--- src/sdpdr_defines.svh ---
// timing and field constants for the sdram power-down and reset block
`ifndef SDPDR_DEFINES_SVH
`define SDPDR_DEFINES_SVH
`define SDPDR_CLK_PERIOD_NS   10
`define SDPDR_RESET_MIN_NS    100
`define SDPDR_RESET_CYC \
    ((`SDPDR_RESET_MIN_NS + `SDPDR_CLK_PERIOD_NS - 1) / `SDPDR_CLK_PERIOD_NS)
`define SDPDR_PPD_FAST        1'h1
`define SDPDR_WR_FIELD_W      3
`define SDPDR_CNT_W           16
`define SDPDR_CNT_ZERO        16'h0000
`define SDPDR_CNT_ONE         16'h0001
`endif

--- src/sdpdr_pkg.sv ---
// types for the sdram power-down and reset block
package sdpdr_pkg;
    typedef enum logic [5:0] {
        SDPDR_RESET = 6'h01,
        SDPDR_IDLE  = 6'h02,
        SDPDR_ACT   = 6'h04,
        SDPDR_APD   = 6'h08,
        SDPDR_PPDF  = 6'h10,
        SDPDR_PPDS  = 6'h20
    } sdpdr_state_t;
endpackage : sdpdr_pkg

--- src/sdpdr_sync.sv ---
// two-flop synchroniser, one flop pair per bit of d
`timescale 1ns/10ps
module sdpdr_sync #(
    parameter int W = 1
) (
    input  wire logic         clk,
    input  wire logic [W-1:0] d,
    output logic      [W-1:0] q
);
    logic [W-1:0] meta_r;
    logic [W-1:0] q_r;
    genvar i;
    generate
        for (i = 0; i < W; i++) begin : g_bit
            always_ff @(posedge clk) begin
                meta_r[i] <= d[i];
                q_r[i]    <= meta_r[i];
            end
        end
    endgenerate
    assign q = q_r;
endmodule : sdpdr_sync

--- src/sdpdr_core.sv ---
// power-down entry, residency, exit and reset state tracker
`timescale 1ns/10ps
`include "sdpdr_defines.svh"
module sdpdr_core #(
    parameter int TXP_CYC    = 3,
    parameter int TXPDLL_CYC = 3,
    parameter int TPD_CYC    = 3
) (
    input  wire logic                           clk,
    input  wire logic                           rstn,
    input  wire logic                           reset_pin_n,
    input  wire logic                           cke_pin,
    input  wire logic                           odt_pin,
    input  wire logic                           nop_cmd,
    input  wire logic                           any_bank_open,
    input  wire logic                           ops_busy,
    input  wire logic                           ppd_fast_exit,
    input  wire logic                           dll_disable_mode,
    input  wire logic [`SDPDR_WR_FIELD_W-1:0]   wr_field,
    output sdpdr_pkg::sdpdr_state_t             state,
    output logic                                dll_on,
    output logic                                in_power_down,
    output logic                                outputs_en,
    output logic                                odt_active,
    output logic                                refresh_clear,
    output logic                                dll_cmd_ready,
    output logic                                cmd_ready,
    output logic [`SDPDR_WR_FIELD_W-1:0]        wr_recovery,
    output logic                                in_reset
);
    import sdpdr_pkg::*;

    logic [2:0] pins_s;
    logic       rst_pin_s;
    logic       cke_s;
    logic       odt_s;

    // pins cross from the controller domain
    sdpdr_sync #(.W(3)) u_sync (
        .clk (clk),
        .d   ({reset_pin_n, cke_pin, odt_pin}),
        .q   (pins_s)
    );
    assign rst_pin_s = pins_s[2];
    assign cke_s     = pins_s[1];
    assign odt_s     = pins_s[0];

    sdpdr_state_t               st_r, st_nxt;
    logic [`SDPDR_CNT_W-1:0]    rcnt_r, rcnt_nxt;
    logic [`SDPDR_CNT_W-1:0]    xp_r, xp_nxt;
    logic [`SDPDR_CNT_W-1:0]    xd_r, xd_nxt;
    logic                       dll_r, dll_nxt;
    logic                       pd_r, pd_nxt;
    logic                       oe_r, oe_nxt;
    logic                       odt_r, odt_nxt;
    logic                       rclr_r, rclr_nxt;
    logic                       dlr_r, dlr_nxt;
    logic                       cr_r, cr_nxt;
    logic [`SDPDR_WR_FIELD_W-1:0] wr_r, wr_nxt;
    logic                       pd_state;
    logic                       ns_pd;

    assign pd_state = (st_r == SDPDR_APD) || (st_r == SDPDR_PPDF)
                   || (st_r == SDPDR_PPDS);

    always_comb begin
        st_nxt   = st_r;
        rcnt_nxt = rcnt_r;
        xp_nxt   = (xp_r != `SDPDR_CNT_ZERO) ? xp_r - `SDPDR_CNT_ONE : xp_r;
        xd_nxt   = (xd_r != `SDPDR_CNT_ZERO) ? xd_r - `SDPDR_CNT_ONE : xd_r;
        if (!rst_pin_s) begin
            st_nxt   = SDPDR_RESET;
            rcnt_nxt = `SDPDR_CNT_W'(`SDPDR_RESET_CYC);
            xp_nxt   = `SDPDR_CNT_ZERO;
            xd_nxt   = `SDPDR_CNT_ZERO;
        end else begin
            case (st_r)
                SDPDR_RESET: begin
                    if (rcnt_r != `SDPDR_CNT_ZERO) begin
                        rcnt_nxt = rcnt_r - `SDPDR_CNT_ONE;
                    end else begin
                        st_nxt = SDPDR_IDLE;
                    end
                end
                SDPDR_IDLE, SDPDR_ACT: begin
                    if (!cke_s && nop_cmd && !ops_busy) begin
                        if (any_bank_open) begin
                            st_nxt = SDPDR_APD;
                        end else if (ppd_fast_exit == `SDPDR_PPD_FAST) begin
                            st_nxt = SDPDR_PPDF;
                        end else begin
                            st_nxt = SDPDR_PPDS;
                        end
                    end else begin
                        st_nxt = any_bank_open ? SDPDR_ACT : SDPDR_IDLE;
                    end
                end
                SDPDR_APD, SDPDR_PPDF, SDPDR_PPDS: begin
                    if (cke_s) begin
                        st_nxt = any_bank_open ? SDPDR_ACT : SDPDR_IDLE;
                        xp_nxt = `SDPDR_CNT_W'(TXP_CYC);
                        xd_nxt = (st_r == SDPDR_PPDS)
                               ? `SDPDR_CNT_W'(TXPDLL_CYC)
                               : `SDPDR_CNT_W'(TXP_CYC);
                    end
                end
                default: st_nxt = SDPDR_RESET;
            endcase
        end
        ns_pd    = (st_nxt == SDPDR_APD) || (st_nxt == SDPDR_PPDF)
                || (st_nxt == SDPDR_PPDS);
        pd_nxt   = ns_pd;
        dll_nxt  = (st_nxt != SDPDR_PPDS) && (st_nxt != SDPDR_RESET);
        oe_nxt   = (st_nxt != SDPDR_RESET) && !ns_pd;
        odt_nxt  = odt_s && (st_nxt != SDPDR_RESET) && dll_nxt
                && !dll_disable_mode;
        rclr_nxt = (st_nxt == SDPDR_RESET);
        cr_nxt   = !ns_pd && (st_nxt != SDPDR_RESET)
                && (xp_nxt == `SDPDR_CNT_ZERO);
        dlr_nxt  = cr_nxt && (xd_nxt == `SDPDR_CNT_ZERO);
        wr_nxt   = wr_field;
    end

    always_ff @(posedge clk) begin
        if (!rstn) begin
            st_r   <= SDPDR_RESET;
            rcnt_r <= `SDPDR_CNT_W'(`SDPDR_RESET_CYC);
            xp_r   <= `SDPDR_CNT_ZERO;
            xd_r   <= `SDPDR_CNT_ZERO;
            dll_r  <= 1'h0;
            pd_r   <= 1'h0;
            oe_r   <= 1'h0;
            odt_r  <= 1'h0;
            rclr_r <= 1'h1;
            dlr_r  <= 1'h0;
            cr_r   <= 1'h0;
            wr_r   <= '0;
        end else begin
            st_r   <= st_nxt;
            rcnt_r <= rcnt_nxt;
            xp_r   <= xp_nxt;
            xd_r   <= xd_nxt;
            dll_r  <= dll_nxt;
            pd_r   <= pd_nxt;
            oe_r   <= oe_nxt;
            odt_r  <= odt_nxt;
            rclr_r <= rclr_nxt;
            dlr_r  <= dlr_nxt;
            cr_r   <= cr_nxt;
            wr_r   <= wr_nxt;
        end
    end

    assign state         = st_r;
    assign dll_on        = dll_r;
    assign in_power_down = pd_r;
    assign outputs_en    = oe_r;
    assign odt_active    = odt_r;
    assign refresh_clear = rclr_r;
    assign dll_cmd_ready = dlr_r;
    assign cmd_ready     = cr_r;
    assign wr_recovery   = wr_r;
    assign in_reset      = rclr_r;
endmodule : sdpdr_core

--- config.mk ---
export PLATFORM = sky130hd
export DESIGN_NAME = sdpdr_core
export DESIGN_NICKNAME = d
export VERILOG_FILES = /design/src/sdpdr_pkg.sv /design/src/sdpdr_sync.sv /design/src/sdpdr_core.sv
export VERILOG_INCLUDE_DIRS = /design/src
export SDC_FILE = /design/constraint.sdc
export NUM_CORES = 1
export LEC_CHECK = 0
export ABC_AREA = 1
export BUFFER_PORTS_ARGS = -buffer_cell sky130_fd_sc_hd__buf_2
export CELL_PAD_IN_SITES_DETAIL_PLACEMENT = 0
export CELL_PAD_IN_SITES_GLOBAL_PLACEMENT = 2
export CORE_UTILIZATION = 30
export DETAILED_ROUTE_END_ITERATION = 7
export GPL_TIMING_DRIVEN = 0
export PLACE_DENSITY = 0.73
export SLEW_MARGIN = 10
export SYNTH_ARGS = -nofsm -noshare
export SYNTH_HDL_FRONTEND = slang
export SYNTH_HIERARCHICAL = 1
export SYNTH_SLANG_ARGS = --single-unit
--- constraint.sdc ---
create_clock -name clk -period 1.5 [get_ports clk]
set_input_delay 0.15 -clock clk [delete_from_list [all_inputs] [get_ports clk]]
set_output_delay 0.15 -clock clk [all_outputs]
set_load 0.01 [all_outputs]
# After elaboration in Yosys (flattened, before gate mapping)
# Cells that the tools add are included.
# word_totals
register_bits	70
input_bits	13
output_inout_bits	17
# classes
mux	16
n_reduce_logical	24
eq_ne	12
add_sub_neg	3
# ops
operator	count
$mux 16	8
$reduce_bool 16->1	3
$sub 16x1->16 const B	3
$mux 6	6
$logic_not 16->1	2
$pmux 6 s3	1
$eq 6x1->1 const B	2
$eq 6x4->1 const B	2
$eq 6x5->1 const B	2
$eq 6x6->1 const B	2
$logic_and 1x1->1	9
$eq 6x2->1 const B	1
$eq 6x3->1 const B	1
$ne 6x1->1 const B	1
$ne 6x6->1 const B	1
$logic_not 1->1	4
$reduce_and 2->1	2
$mux 3	1
$reduce_or 3->1	1
$logic_or 1x1->1	2
$reduce_or 2->1	1

# Logic depth before layout (Yosys ltp)
# Gate-level depths: netlist of the first run.
# depth
ltp_word	13
depth_mapped	16
ltp_nobuf	16

# Hierarchy
# The synthesis of the first run kept the hierarchy.
# by_module_without_submodules
module	area_each_um2	instances	seq_area_each_um2	cells_each
sdpdr_core	3708.6	1	1281.2	564
sdpdr_sync	120.1	1	120.1	6

# Worst setup path before layout of the first run
# Ideal clock, no wire load.
# synth_path
kind	register to register
startpoint	reg xp_r[0]
endpoint	reg dlr_r (netlist: dll_cmd_ready)
path_stages_with_launch	15
arrival_ns	1.586
required_time_ns	1.436
setup_ns	0.064
path_buffers	0
period_less_slack_ns	1.650
slack_ns	-0.150
path_cell_list	dfxtp_1 inv_1 ha_1 inv_1 nor2_1 nand2_1 nor2_2 nand2_4 a21oi_1 nor2_1 nor2_1 nand3_2 nor2_2 nand3_1 nor2_1
# synth_via
elab_chain_len	8
# synth_rtl
item	line	rtl
start: declaration	sdpdr_core.sv:50	logic [`SDPDR_CNT_W-1:0] xp_r, xp_nxt;
start signal: assignment	sdpdr_core.sv:128	xp_r <= `SDPDR_CNT_ZERO;
start signal: assignment	sdpdr_core.sv:141	xp_r <= xp_nxt;
$sub 16x1->16 (no source line) / $reduce_bool 16->1 (equally long branches)	-	
$mux 16 *	sdpdr_core.sv:69	xp_nxt = (xp_r != `SDPDR_CNT_ZERO) ? xp_r - `SDPDR_CNT_ONE : xp_r;
$mux 16	sdpdr_core.sv:99	if (cke_s) begin
$mux 16 *	sdpdr_core.sv:77	case (st_r)
$mux 16 *	sdpdr_core.sv:71	if (!rst_pin_s) begin
$logic_not 16->1 (no source line) *	-	
$logic_and 1x1->1 *	sdpdr_core.sv:118	cr_nxt = !ns_pd && (st_nxt != SDPDR_RESET)
$logic_and 1x1->1 *	sdpdr_core.sv:120	dlr_nxt = cr_nxt && (xd_nxt == `SDPDR_CNT_ZERO);
end signal: assignment	sdpdr_core.sv:148	dlr_r <= dlr_nxt;
end: declaration	sdpdr_core.sv:57	logic dlr_r, dlr_nxt;
# Every way passes the cells marked *; elsewhere a longest branch is shown, timed or not.
# A chain may end at the register's enable or synchronous reset.

# Worst setup path after layout of the first run
# layout_path
startpoint	reg xp_r[4]
endpoint	reg dlr_r (netlist: dll_cmd_ready)
# Same word-level chain as after synthesis.

==> results of run 1 <==
cell families after synthesis:
group	count (synthesis)	share of synthesized area (%)
adders and majority gates	6	1.96
and+or+nand+nor	357	43.1
DFF	70	36.6
buffers and inverters	77	8.30
AOI/OAI and AO/OA	45	6.63
xor gates and xnor gates	15	3.43
per-stage QoR:
stage,setup TNS (ps),hold slack [ps]
2_1_floorplan,-63.7,178
3_3_place_gp,-8160,253
3_5_place_dp,-8100,254
4_1_cts,-3060,79.9
5_1_grt,-7410,89.7
6_report,-3570,86.9
layout make-up:
type	instances	area share, %
plain buffers	11	1.67
clock buffers	10	3.93
clock inverters	6	1.48
inverters	65	4.61
multi-input cells	423	46.8
flip-flops and latches	70	24.6
well taps	168	3.61
repair buffers	90	13.2
layer usage:
metal | wire length [µm] | vias up
met4 | 159 | 0
met3 | 368 | 11
met5 | 0 | -
li1 | - | 2037
met2 | 5760 | 47
met1 | 5380 | 1814
power by group through the flow:
stage	sequential (mW)	combinational, mW	clock [mW]
6_report	1.89	0.310	2.29
5_1_grt	1.89	0.335	2.46
4_1_cts	1.89	0.281	2.39
3_5_place_dp	1.93	0.159	0
3_3_place_gp	1.93	0.158	0
2_1_floorplan	1.93	0.0974	0
cells in the final DEF, fill, tap and decap left out, types with 6 or more instances in the layout:
cell type	Yosys	layout
o21ai_2	0	8
buf_4	2	33
nor3_1	23	6
inv_1	60	38
inv_2	3	20
xor2_1	11	11
nand2_2	6	23
nor2_4	3	14
dfxtp_1	70	52
buf_2	3	29
o21ai_1	2	6
nor2_1	102	78
nor2_2	10	23
buf_6	2	16
a21oi_2	0	11
nand3_1	48	40
nor3_2	0	13
nand3_2	5	10
nand2_4	3	8
a21oi_1	19	7
a21o_1	7	7
dlygate4sd3_1	0	7
clkbuf_16	0	9
nand4_1	15	15
dfxtp_2	0	13
nand2_1	126	101
state kept, by name, summed over array words and instances (netlist names):
name,cells
u_sync/q,3
in_power_down,1
wr_recovery,3
state,6
cmd_ready,1
rcnt_r,16
odt_active,1
xp_r,16
in_reset,1
dll_on,1
u_sync/meta_r,3
outputs_en,1
xd_r,16
dll_cmd_ready,1
how the worst min path moves through the flow:
stage	end	slack, ps	depth (start not counted)
final	state[0]$_SDFF_PN1_	90	2
after global routing	state[0]$_SDFF_PN1_	90	2
after CTS	state[0]$_SDFF_PN1_	80	2
after detailed placement	u_sync/meta_r[2]$_DFF_P_	250	1
after global placement	u_sync/meta_r[2]$_DFF_P_	250	1
after floorplan	u_sync/meta_r[0]$_DFF_P_	180	0
timing repair:
item	CTS	global route
buffers inserted	39	17
hold endpoints to repair	7	0
hold buffers	7	0
pin swaps	40	33
endpoints found under the setup margin	42	57
gates cloned	2	0
resized for setup	146	82
==> flow_metrics.tcl, run 1 <==
set metrics [dict create \
    status "complete, but fails checks" \
    violations "setup timing" \
    multi_input_area_um2 2730 \
    antenna_left 0 \
    peakVddDrop_v 0.00137 \
    grt_pass1_wl_um 19400 \
    cts_buffers 9 \
    synth.largest_area_cell "dfxtp_1" \
    clock-skew-final_ps 7.82 \
    worst_pin_slew_ps 781 \
    async_flop_share_pct 0 \
    p_per_area_nw_per_um2 770 \
    period_minus_slack_ps 1790 \
    cts_htree_levels 3 \
    crit_path_frequent_cell "nor2_1" \
    grt_max_degree 13 \
    nFillCells 1257 \
    setup_viol 41 \
    cp-start-kind "flop" \
    grt_overflow_total 0 \
    seq_power_share_pct 42.0 \
    fin_ws_ps -288 \
    yosys_warnings 6 \
    timing.rr.end "dll_cmd_ready$_SDFF_PN0_" \
    maxCapViolCount 0 \
    p_int_mw 3.46 \
    clkSlewWorstSetupHoldPaths_ps 60 \
    grt_busiest_layer "met2" \
    report.final.hold_viol_count 0 \
    cp-end-kind "flop" \
    period_share_pct 119 \
    die_h_um 115 \
    dp_cells 766 \
    cp_max_fo 10 \
    routed_wl_um 11700 \
    synth_edf_count 0 \
    synth_top_cell_area_share_pct 36.6 \
    insertion_delay_ps 350 \
    fin_nets 689 \
    synthTopCellsByCount "nand2_1, nor2_1, dfxtp_1" \
    hold_start "rstn" \
    io_pins 30 \
    r2r_start "xp_r[4]$_SDFF_PN0_" \
    root_buffer "clkbuf_16" \
    cp.required_ps 1780 \
    rsz0062_at_grt "yes" \
    grt_use_met1_pct 23.7 \
    dp_worst_setup_slack_ps -501 \
    ys_seq_elements 70 \
    antenna_found_initial 0 \
    wl_per_cell_um 13.8 \
    relSlewSlack_pct 47.9 \
    drive_above_1_share_pct 42.8 \
    critical_path.top_delay_family "simple AND/OR/NAND/NOR gates" \
    cp.depth 11 \
    critPathBufInv 0 \
    power_switching_mw 1.03 \
    start_util_pct 31.4 \
    die_width_um 115 \
    stdcell_area_um2 5830 \
    fmax_ghz 0.559 \
    switching_share_pct 22.9 \
    cts_max_path_buffers 2 \
    report.final.slew_viol_count 0 \
    critPathKind "flop to flop" \
    synth_area_um2 3830 \
    r2r_cells 11 \
    cts_tree "done" \
    routabilityCongestion 0.852 \
    regArea_um2 1440 \
    met2_usage_pct 33.3 \
    drt_iter0_drc 109 \
    pwr-share-comb_pct 6.9 \
    final_util_pct 47.7 \
    ys.flop_type "dfxtp_1" \
    dr.pass1.iters 4 \
    synth_nets 589 \
    synthCells 570 \
    crit_path_top_delay_cell "dfxtp_2" \
    total_power_mw 4.49 \
    yosysUniqueCellTypes 37 \
    p_leak_nw 2.68 \
    synth_area_leaders "dfxtp_1, nand2_1, nor2_1, nand3_1, inv_1" \
    hpwl_um 7980 \
    portBuffers 28 \
    fin_cells 843 \
    startpoint "xp_r[4]$_SDFF_PN0_" \
    area_growth_pct 52.3 \
    ys_seq_area_share_pct 36.6 \
    vias 3909 \
    rows 40 \
    die_area_um2 13200 \
    clock-sinks 70 \
    vias_per_cell 4.64 \
    path_cells "nor2_2 -> nand2_2 -> nor2_4 -> nand2_4 -> nand3_1 -> nor2_1 -> nor2_1 -> nand3_2 -> nor2_4 -> nand3_2 -> nor2_1" \
    syn_avg_cell_area_um2 6.72 \
    hold_path.class "input pin to flop" \
    post_dp_cell_area_um2 4220 \
    critPathArrivalTime_ps 2070 \
    coreArea_um2 12200 \
    met3_usage_pct 4.90 \
    drcViolationCount 0 \
    clockPowerShare_pct 51.1 \
    yosysMostFrequentCell "nand2_1" \
    reg2reg_slack_ps -290 \
    grt_usage_pct 19.4 \
    cp-endpoint "dll_cmd_ready$_SDFF_PN0_" \
    grt_pass1_vias 3904 \
    n_antenna_cell 0 \
    slowest_delay_ps 360 \
]
Note: power is estimated with default switching activity, not from simulation.
==> inputs of run 2 (changes only) <==
Settings changed: ABC_AREA 1 to not set, CORE_UTILIZATION 30 to 33, PLACE_DENSITY 0.73 to 0.74.
==> run 2 against run 1 <==
Net effect: the run still ends with setup timing left; wire length is 22% lower; combinational power grew to 16 times the previous value; utilization is 7.7 points higher; critical path depth is 3 lower; clock skew is 5.3 ps higher; area after synthesis is 13% lower; non-clock buffer count is 15 higher; clock power is 26% lower; worst hold slack worse by 12 ps; final area is 7.0% lower; register-to-register slack worse by 830 ps; critical endpoint unchanged.
==> flow_metrics.tcl, run 2 <==
set metrics [dict create \
    synth_edf_count 0 \
    p_leak_nw 2.16 \
    area_growth_pct 62.4 \
    whs_path_depth 2 \
    hpwl_um 5440 \
    routed_wl_um 9110 \
    cp-end-kind "flop" \
    grt_usage_pct 18.0 \
    reg2reg_slack_ps -1120 \
    reg.largest.list "rcnt_r (16), xd_r (16), xp_r (16)" \
    cp.required_ps 1740 \
    dr.pass1.iters 4 \
    drcViolationCount 0 \
    ys.flop_type "dfxtp_1" \
    drt_iter0_drc 58 \
    coreArea_um2 9770 \
    rows 36 \
    holdPathEnd "wr_recovery[1]$_SDFF_PN0_" \
    grt_pass1_vias 3005 \
    grt_max_degree 14 \
    synth_area_um2 3340 \
    hold_path.class "input pin to flop" \
    async_flop_share_pct 0 \
    layout_common_cells "nor2_1, buf_4, dfxtp_1" \
    synthTopCellsByCount "dfxtp_1, nor2_1, nand2_1" \
    wl_per_cell_um 14.2 \
    fin_cells 641 \
    cp_max_fo 4 \
    cts_max_path_buffers 2 \
    synthSimpleGateAreaFrac_pct 32.0 \
    period_minus_slack_ps 2620 \
    worst_pin_slew_ps 525 \
    relSlewSlack_pct 65.0 \
    holdWs_ps 74.5 \
    cts_buffers 9 \
    fin_nets 522 \
    violations "setup timing" \
    p_per_area_nw_per_um2 1600 \
    synth_area_leaders "dfxtp_1, nor2_1, xnor2_1, xor2_1, nor3_1" \
    synth_top_cell_area_share_pct 42.0 \
    syn_avg_cell_area_um2 8.65 \
    synth.largest_area_cell "dfxtp_1" \
    ys_seq_area_share_pct 42.0 \
    timing.rr.end "dll_cmd_ready$_SDFF_PN0_" \
    cp-start-kind "flop" \
    critPathKind "flop to flop" \
    layout_commonest_cell "nor2_1" \
    synth.mux.area_fraction_pct 0.900 \
    cts_htree_levels 3 \
    fin_ws_ps -1120 \
    hold_start "wr_field[1]" \
    total_power_mw 8.65 \
    synth_nets 405 \
    n_antenna_cell 0 \
    insertion_delay_ps 350 \
    die_h_um 103 \
    rsz0062_at_grt "yes" \
    die_width_um 103 \
    portBuffers 28 \
    report.final.hold_viol_count 0 \
    yosys.area_share.adder_pct 2.25 \
    setup_viol 60 \
    routabilityCongestion 0.734 \
    vias 3158 \
    dp_cells 547 \
    peakVddDrop_v 0.000845 \
    grt_overflow_total 0 \
    yosysMostFrequentCell "dfxtp_1" \
    vias_per_cell 4.93 \
    antenna_left 0 \
    synth_compound_area_share_pct 9.97 \
    antenna_found_initial 0 \
    cts_tree "done" \
    io_pins 30 \
    yosys_warnings 6 \
    die_area_um2 10500 \
    status "complete, but fails checks" \
    critPathArrivalTime_ps 2860 \
    synthXorXnorAreaFrac_pct 9.97 \
    r2r_start "xp_r[9]$_SDFF_PN0_" \
    start_util_pct 34.2 \
    ys_seq_elements 70 \
    report.final.slew_viol_count 0 \
    root_buffer "clkbuf_8" \
    synthCells 386 \
    grt_pass1_wl_um 14700 \
    r2r_cells 8 \
    clock-skew-final_ps 13.1 \
    drive_above_1_share_pct 53.9 \
    maxCapViolCount 0 \
    clock-sinks 70 \
    yosysUniqueCellTypes 57 \
    period_share_pct 175 \
    fmax_ghz 0.381 \
    clkSlewWorstSetupHoldPaths_ps 80 \
    synth_top_family_by_area "simple AND/OR/NAND/NOR gates" \
]
## run 2: cell types whose count changed after synthesis, sizes merged, moves of 6 or more
cell,before,now
nor2,115,68
xnor2,4,23
nand4,16,7
a21o,7,1
and2,1,7
o21ai,15,8
nand2,136,25
inv,64,10
or3,0,6
or4,0,6
nor2b,0,7
nand3,53,13
nor4,4,12
## run 2: worst max-delay path by stage
| stage | start | to | cells past startpoint |
|---|---|---|---|
| 5_1_grt | xp_r[9]$_SDFF_PN0_ | dll_cmd_ready$_SDFF_PN0_ | 8 |
| 4_1_cts | xp_r[8]$_SDFF_PN0_ | dll_cmd_ready$_SDFF_PN0_ | 8 |
| 3_5_place_dp | xp_r[0]$_SDFF_PN0_ | dll_cmd_ready$_SDFF_PN0_ | 9 |
| 3_3_place_gp | xp_r[0]$_SDFF_PN0_ | dll_cmd_ready$_SDFF_PN0_ | 9 |
| 6_report | xp_r[9]$_SDFF_PN0_ | dll_cmd_ready$_SDFF_PN0_ | 8 |
| 2_1_floorplan | xp_r[4]$_SDFF_PN0_ | dll_cmd_ready$_SDFF_PN0_ | 8 |
## run 2: critical path, cell delays in order (launching register included)
cell,delay [ps]
dfxtp_2,330
or3_4,400
or4_4,520
or2_0,230
clkbuf_8,160
a21oi_4,140
nand2_2,60
o41a_1,450
a2111oi_2,230
## run 2: what timing repair did
action	4_1_cts	5_1_grt
cloned	1	0
gates resized for setup	88	54
hold endpoints to repair	6	0
setup endpoints to repair	60	61
hold buffers	6	0
pin swaps	42	33
setup buffers	53	22
## run 2: logic make-up after synthesis
group,after synthesis
AND/OR/NAND/NOR,201
flip-flops,70
AO/OA/AOI/OAI,48
XOR/XNOR,38
buffers and inverters,20
adder cells (fa/ha/maj),6
multiplexers,3
## run 2: stage by stage
step / util (%) / setup slack, ps / instance area, µm² / TNS [ps]
2_1_floorplan: - / -944 / 3690 / -9330
3_3_place_gp: 40.9 / -1440 / 4000 / -21760
3_5_place_dp: 40.9 / -1370 / 4000 / -20700
4_1_cts: 51.8 / -1180 / 5060 / -17930
5_1_grt: 55.5 / -1230 / 5420 / -26260
6_report: 55.5 / -1120 / 5420 / -21070
## run 2: layout make-up
cell class / count / area [µm²]
sequential: 70 / 1470
clock inverter: 7 / 96.3
tap: 133 / 166
multi-input combinational: 296 / 2570
clock buffer: 9 / 124
buffer: 7 / 72.6
timing repair buffer: 109 / 878
fill: 888 / 4350
inverter: 10 / 40.0
## run 2: layer usage
metal | vias up | global-route usage (%) | wire [µm]
met1 | 1498 | 22.2 | 4220
li1 | 1605 | - | -
met4 | 0 | 4.73 | 125
met5 | - | 0 | 0
met2 | 45 | 31.4 | 4530
met3 | 10 | 4.27 | 235
## run 2: report_power, final
group | total [mW] | internal [mW] | switching [mW]
Combinational | 4.91 | 2.65 | 2.25
Clock | 1.70 | 0.945 | 0.759
Sequential | 2.04 | 1.94 | 0.105
Total | 8.65 | 5.54 | 3.12
==> inputs of run 3 (changes only) <==
Settings changed: RECOVER_POWER set to 50.
==> run 3 against run 2 <==
Net effect: the flow still finishes with violations (setup timing); final cell count is the same; maximum frequency is essentially flat; sequential power is essentially flat; register-to-register slack is essentially flat; wire length is essentially flat; power is essentially flat; global-route usage is the same; via count is the same; sequential cell count is the same; final area is essentially flat.
==> flow_metrics.tcl, run 3 (synthesized netlist as in run 2, its figures left out) <==
set metrics [dict create \
    crit_path_top_delay_cell "or4_4" \
    insertion_delay_ps 350 \
    hold_start "wr_field[1]" \
    hold_path.class "input pin to flop" \
    status "complete, but fails checks" \
    vias 3158 \
    final_util_pct 55.4 \
    period_share_pct 175 \
    cp.required_ps 1740 \
    peakVddDrop_v 0.000845 \
    drive_above_1_share_pct 53.1 \
    setup_viol 60 \
    antenna_found_initial 0 \
    clkSlewWorstSetupHoldPaths_ps 80 \
    grt_overflow_total 0 \
    cts_tree "done" \
    startpoint "xp_r[9]$_SDFF_PN0_" \
    cts_buffers 9 \
    reg.largest.list "rcnt_r (16), xd_r (16), xp_r (16)" \
    routed_wl_um 9110 \
    layout_common_cells "nor2_1, buf_4, dfxtp_1" \
    path_cells "or3_4 -> or4_4 -> or2_0 -> clkbuf_8 -> a21oi_4 -> nand2_2 -> o41a_1 -> a2111oi_2" \
    grt_usage_pct 18.0 \
    holdPathEnd "wr_recovery[1]$_SDFF_PN0_" \
    layout_commonest_cell "nor2_1" \
    start_util_pct 34.2 \
    post_dp_cell_area_um2 4000 \
    clock-sinks 70 \
    slowest_delay_ps 520 \
    die_width_um 103 \
    antenna_left 0 \
    grt_pass1_wl_um 14700 \
    io_pins 30 \
    vias_per_cell 4.93 \
    r2r_start "xp_r[9]$_SDFF_PN0_" \
    timing.rr.end "dll_cmd_ready$_SDFF_PN0_" \
    r2r_cells 8 \
    p_leak_nw 2.14 \
    drt_iter0_drc 59 \
    cts_htree_levels 3 \
    die_area_um2 10500 \
    n_antenna_cell 0 \
    reg2reg_slack_ps -1120 \
    die_h_um 103 \
    coreArea_um2 9770 \
    stdcell_area_um2 5420 \
    clock-skew-final_ps 13.1 \
    fin_nets 522 \
    drcViolationCount 0 \
    rsz0062_at_grt "yes" \
    grt_pass1_vias 3005 \
    portBuffers 28 \
    rows 36 \
    critPathBufInv 1 \
    critical_path.top_delay_family "simple AND/OR/NAND/NOR gates" \
    report.final.slew_viol_count 0 \
    area_growth_pct 62.2 \
    cp_max_fo 4 \
    cp-start-kind "flop" \
    violations "setup timing" \
    fin_ws_ps -1120 \
    worst_pin_slew_ps 527 \
    maxCapViolCount 0 \
    period_minus_slack_ps 2620 \
    grt_max_degree 14 \
    hpwl_um 5440 \
    critPathKind "flop to flop" \
    cts_max_path_buffers 2 \
    cp-end-kind "flop" \
    fmax_ghz 0.381 \
    routabilityCongestion 0.734 \
    wl_per_cell_um 14.2 \
    whs_path_depth 2 \
    dr.pass1.iters 4 \
    critPathArrivalTime_ps 2860 \
    report.final.hold_viol_count 0 \
    relSlewSlack_pct 64.9 \
    p_per_area_nw_per_um2 1600 \
    root_buffer "clkbuf_8" \
]
-- run 3: cell count changes in the layout (fill, tap and decap cells not counted), sizes merged --
cell | previous run | this run
buf | 104 | 100
clkbuf | 15 | 19
-- run 3: through the flow --
step | worst slack [ps] | setup TNS [ps] | cells | total power, mW | hold WS (ps)
floorplan | -944 | -9330 | 386 | 4.64 | 178
global placement | -1440 | -21760 | 547 | 5.57 | 252
detailed placement | -1370 | -20700 | 547 | 7.54 | 254
CTS | -1180 | -17930 | 621 | 8.17 | 59.7
global route | -1230 | -26260 | 641 | 9.21 | 89.4
finish | -1120 | -21070 | 641 | 8.65 | 98.9
-- run 3: power breakdown --
part,internal (mW),switching [mW]
logic,2.65,2.25
clock network,0.945,0.759
registers,1.94,0.105
-- run 3: final cells by class --
class	instances	area (µm²)
fillers	891	4360
multi-input cells	296	2570
flip-flops and latches	70	1470
repair buffers	109	873
well taps	133	166
clock buffers	9	124
clock inverters	7	96.3
plain buffers	7	72.6
inverters	10	40.0
-- run 3: repair_timing --
item                       4_1_cts  5_1_grt
pin swaps                       42       33
buffers inserted                53       22
gates resized for setup         88       54
hold endpoints to repair         6        0
hold buffers                     6        0
setup endpoints to repair       60       61
cloned                           1        0
-- run 3: worst max path at each step --
stage,to,slack (ps),depth (start not counted)
final,dll_cmd_ready$_SDFF_PN0_,-1120,8
after global placement,dll_cmd_ready$_SDFF_PN0_,-1440,9
after floorplan,dll_cmd_ready$_SDFF_PN0_,-940,8
after CTS,dll_cmd_ready$_SDFF_PN0_,-1180,8
after detailed placement,dll_cmd_ready$_SDFF_PN0_,-1370,9
after global routing,dll_cmd_ready$_SDFF_PN0_,-1230,8
-- run 3: routing by layer --
metal  up-vias  track usage, %  share of wire, %
li1       1605               -                 -
met1      1498            22.2                46
met2        45            31.4                50
met3        10            4.27               2.6
met4         0            4.73               1.4
met5         -               0                 0
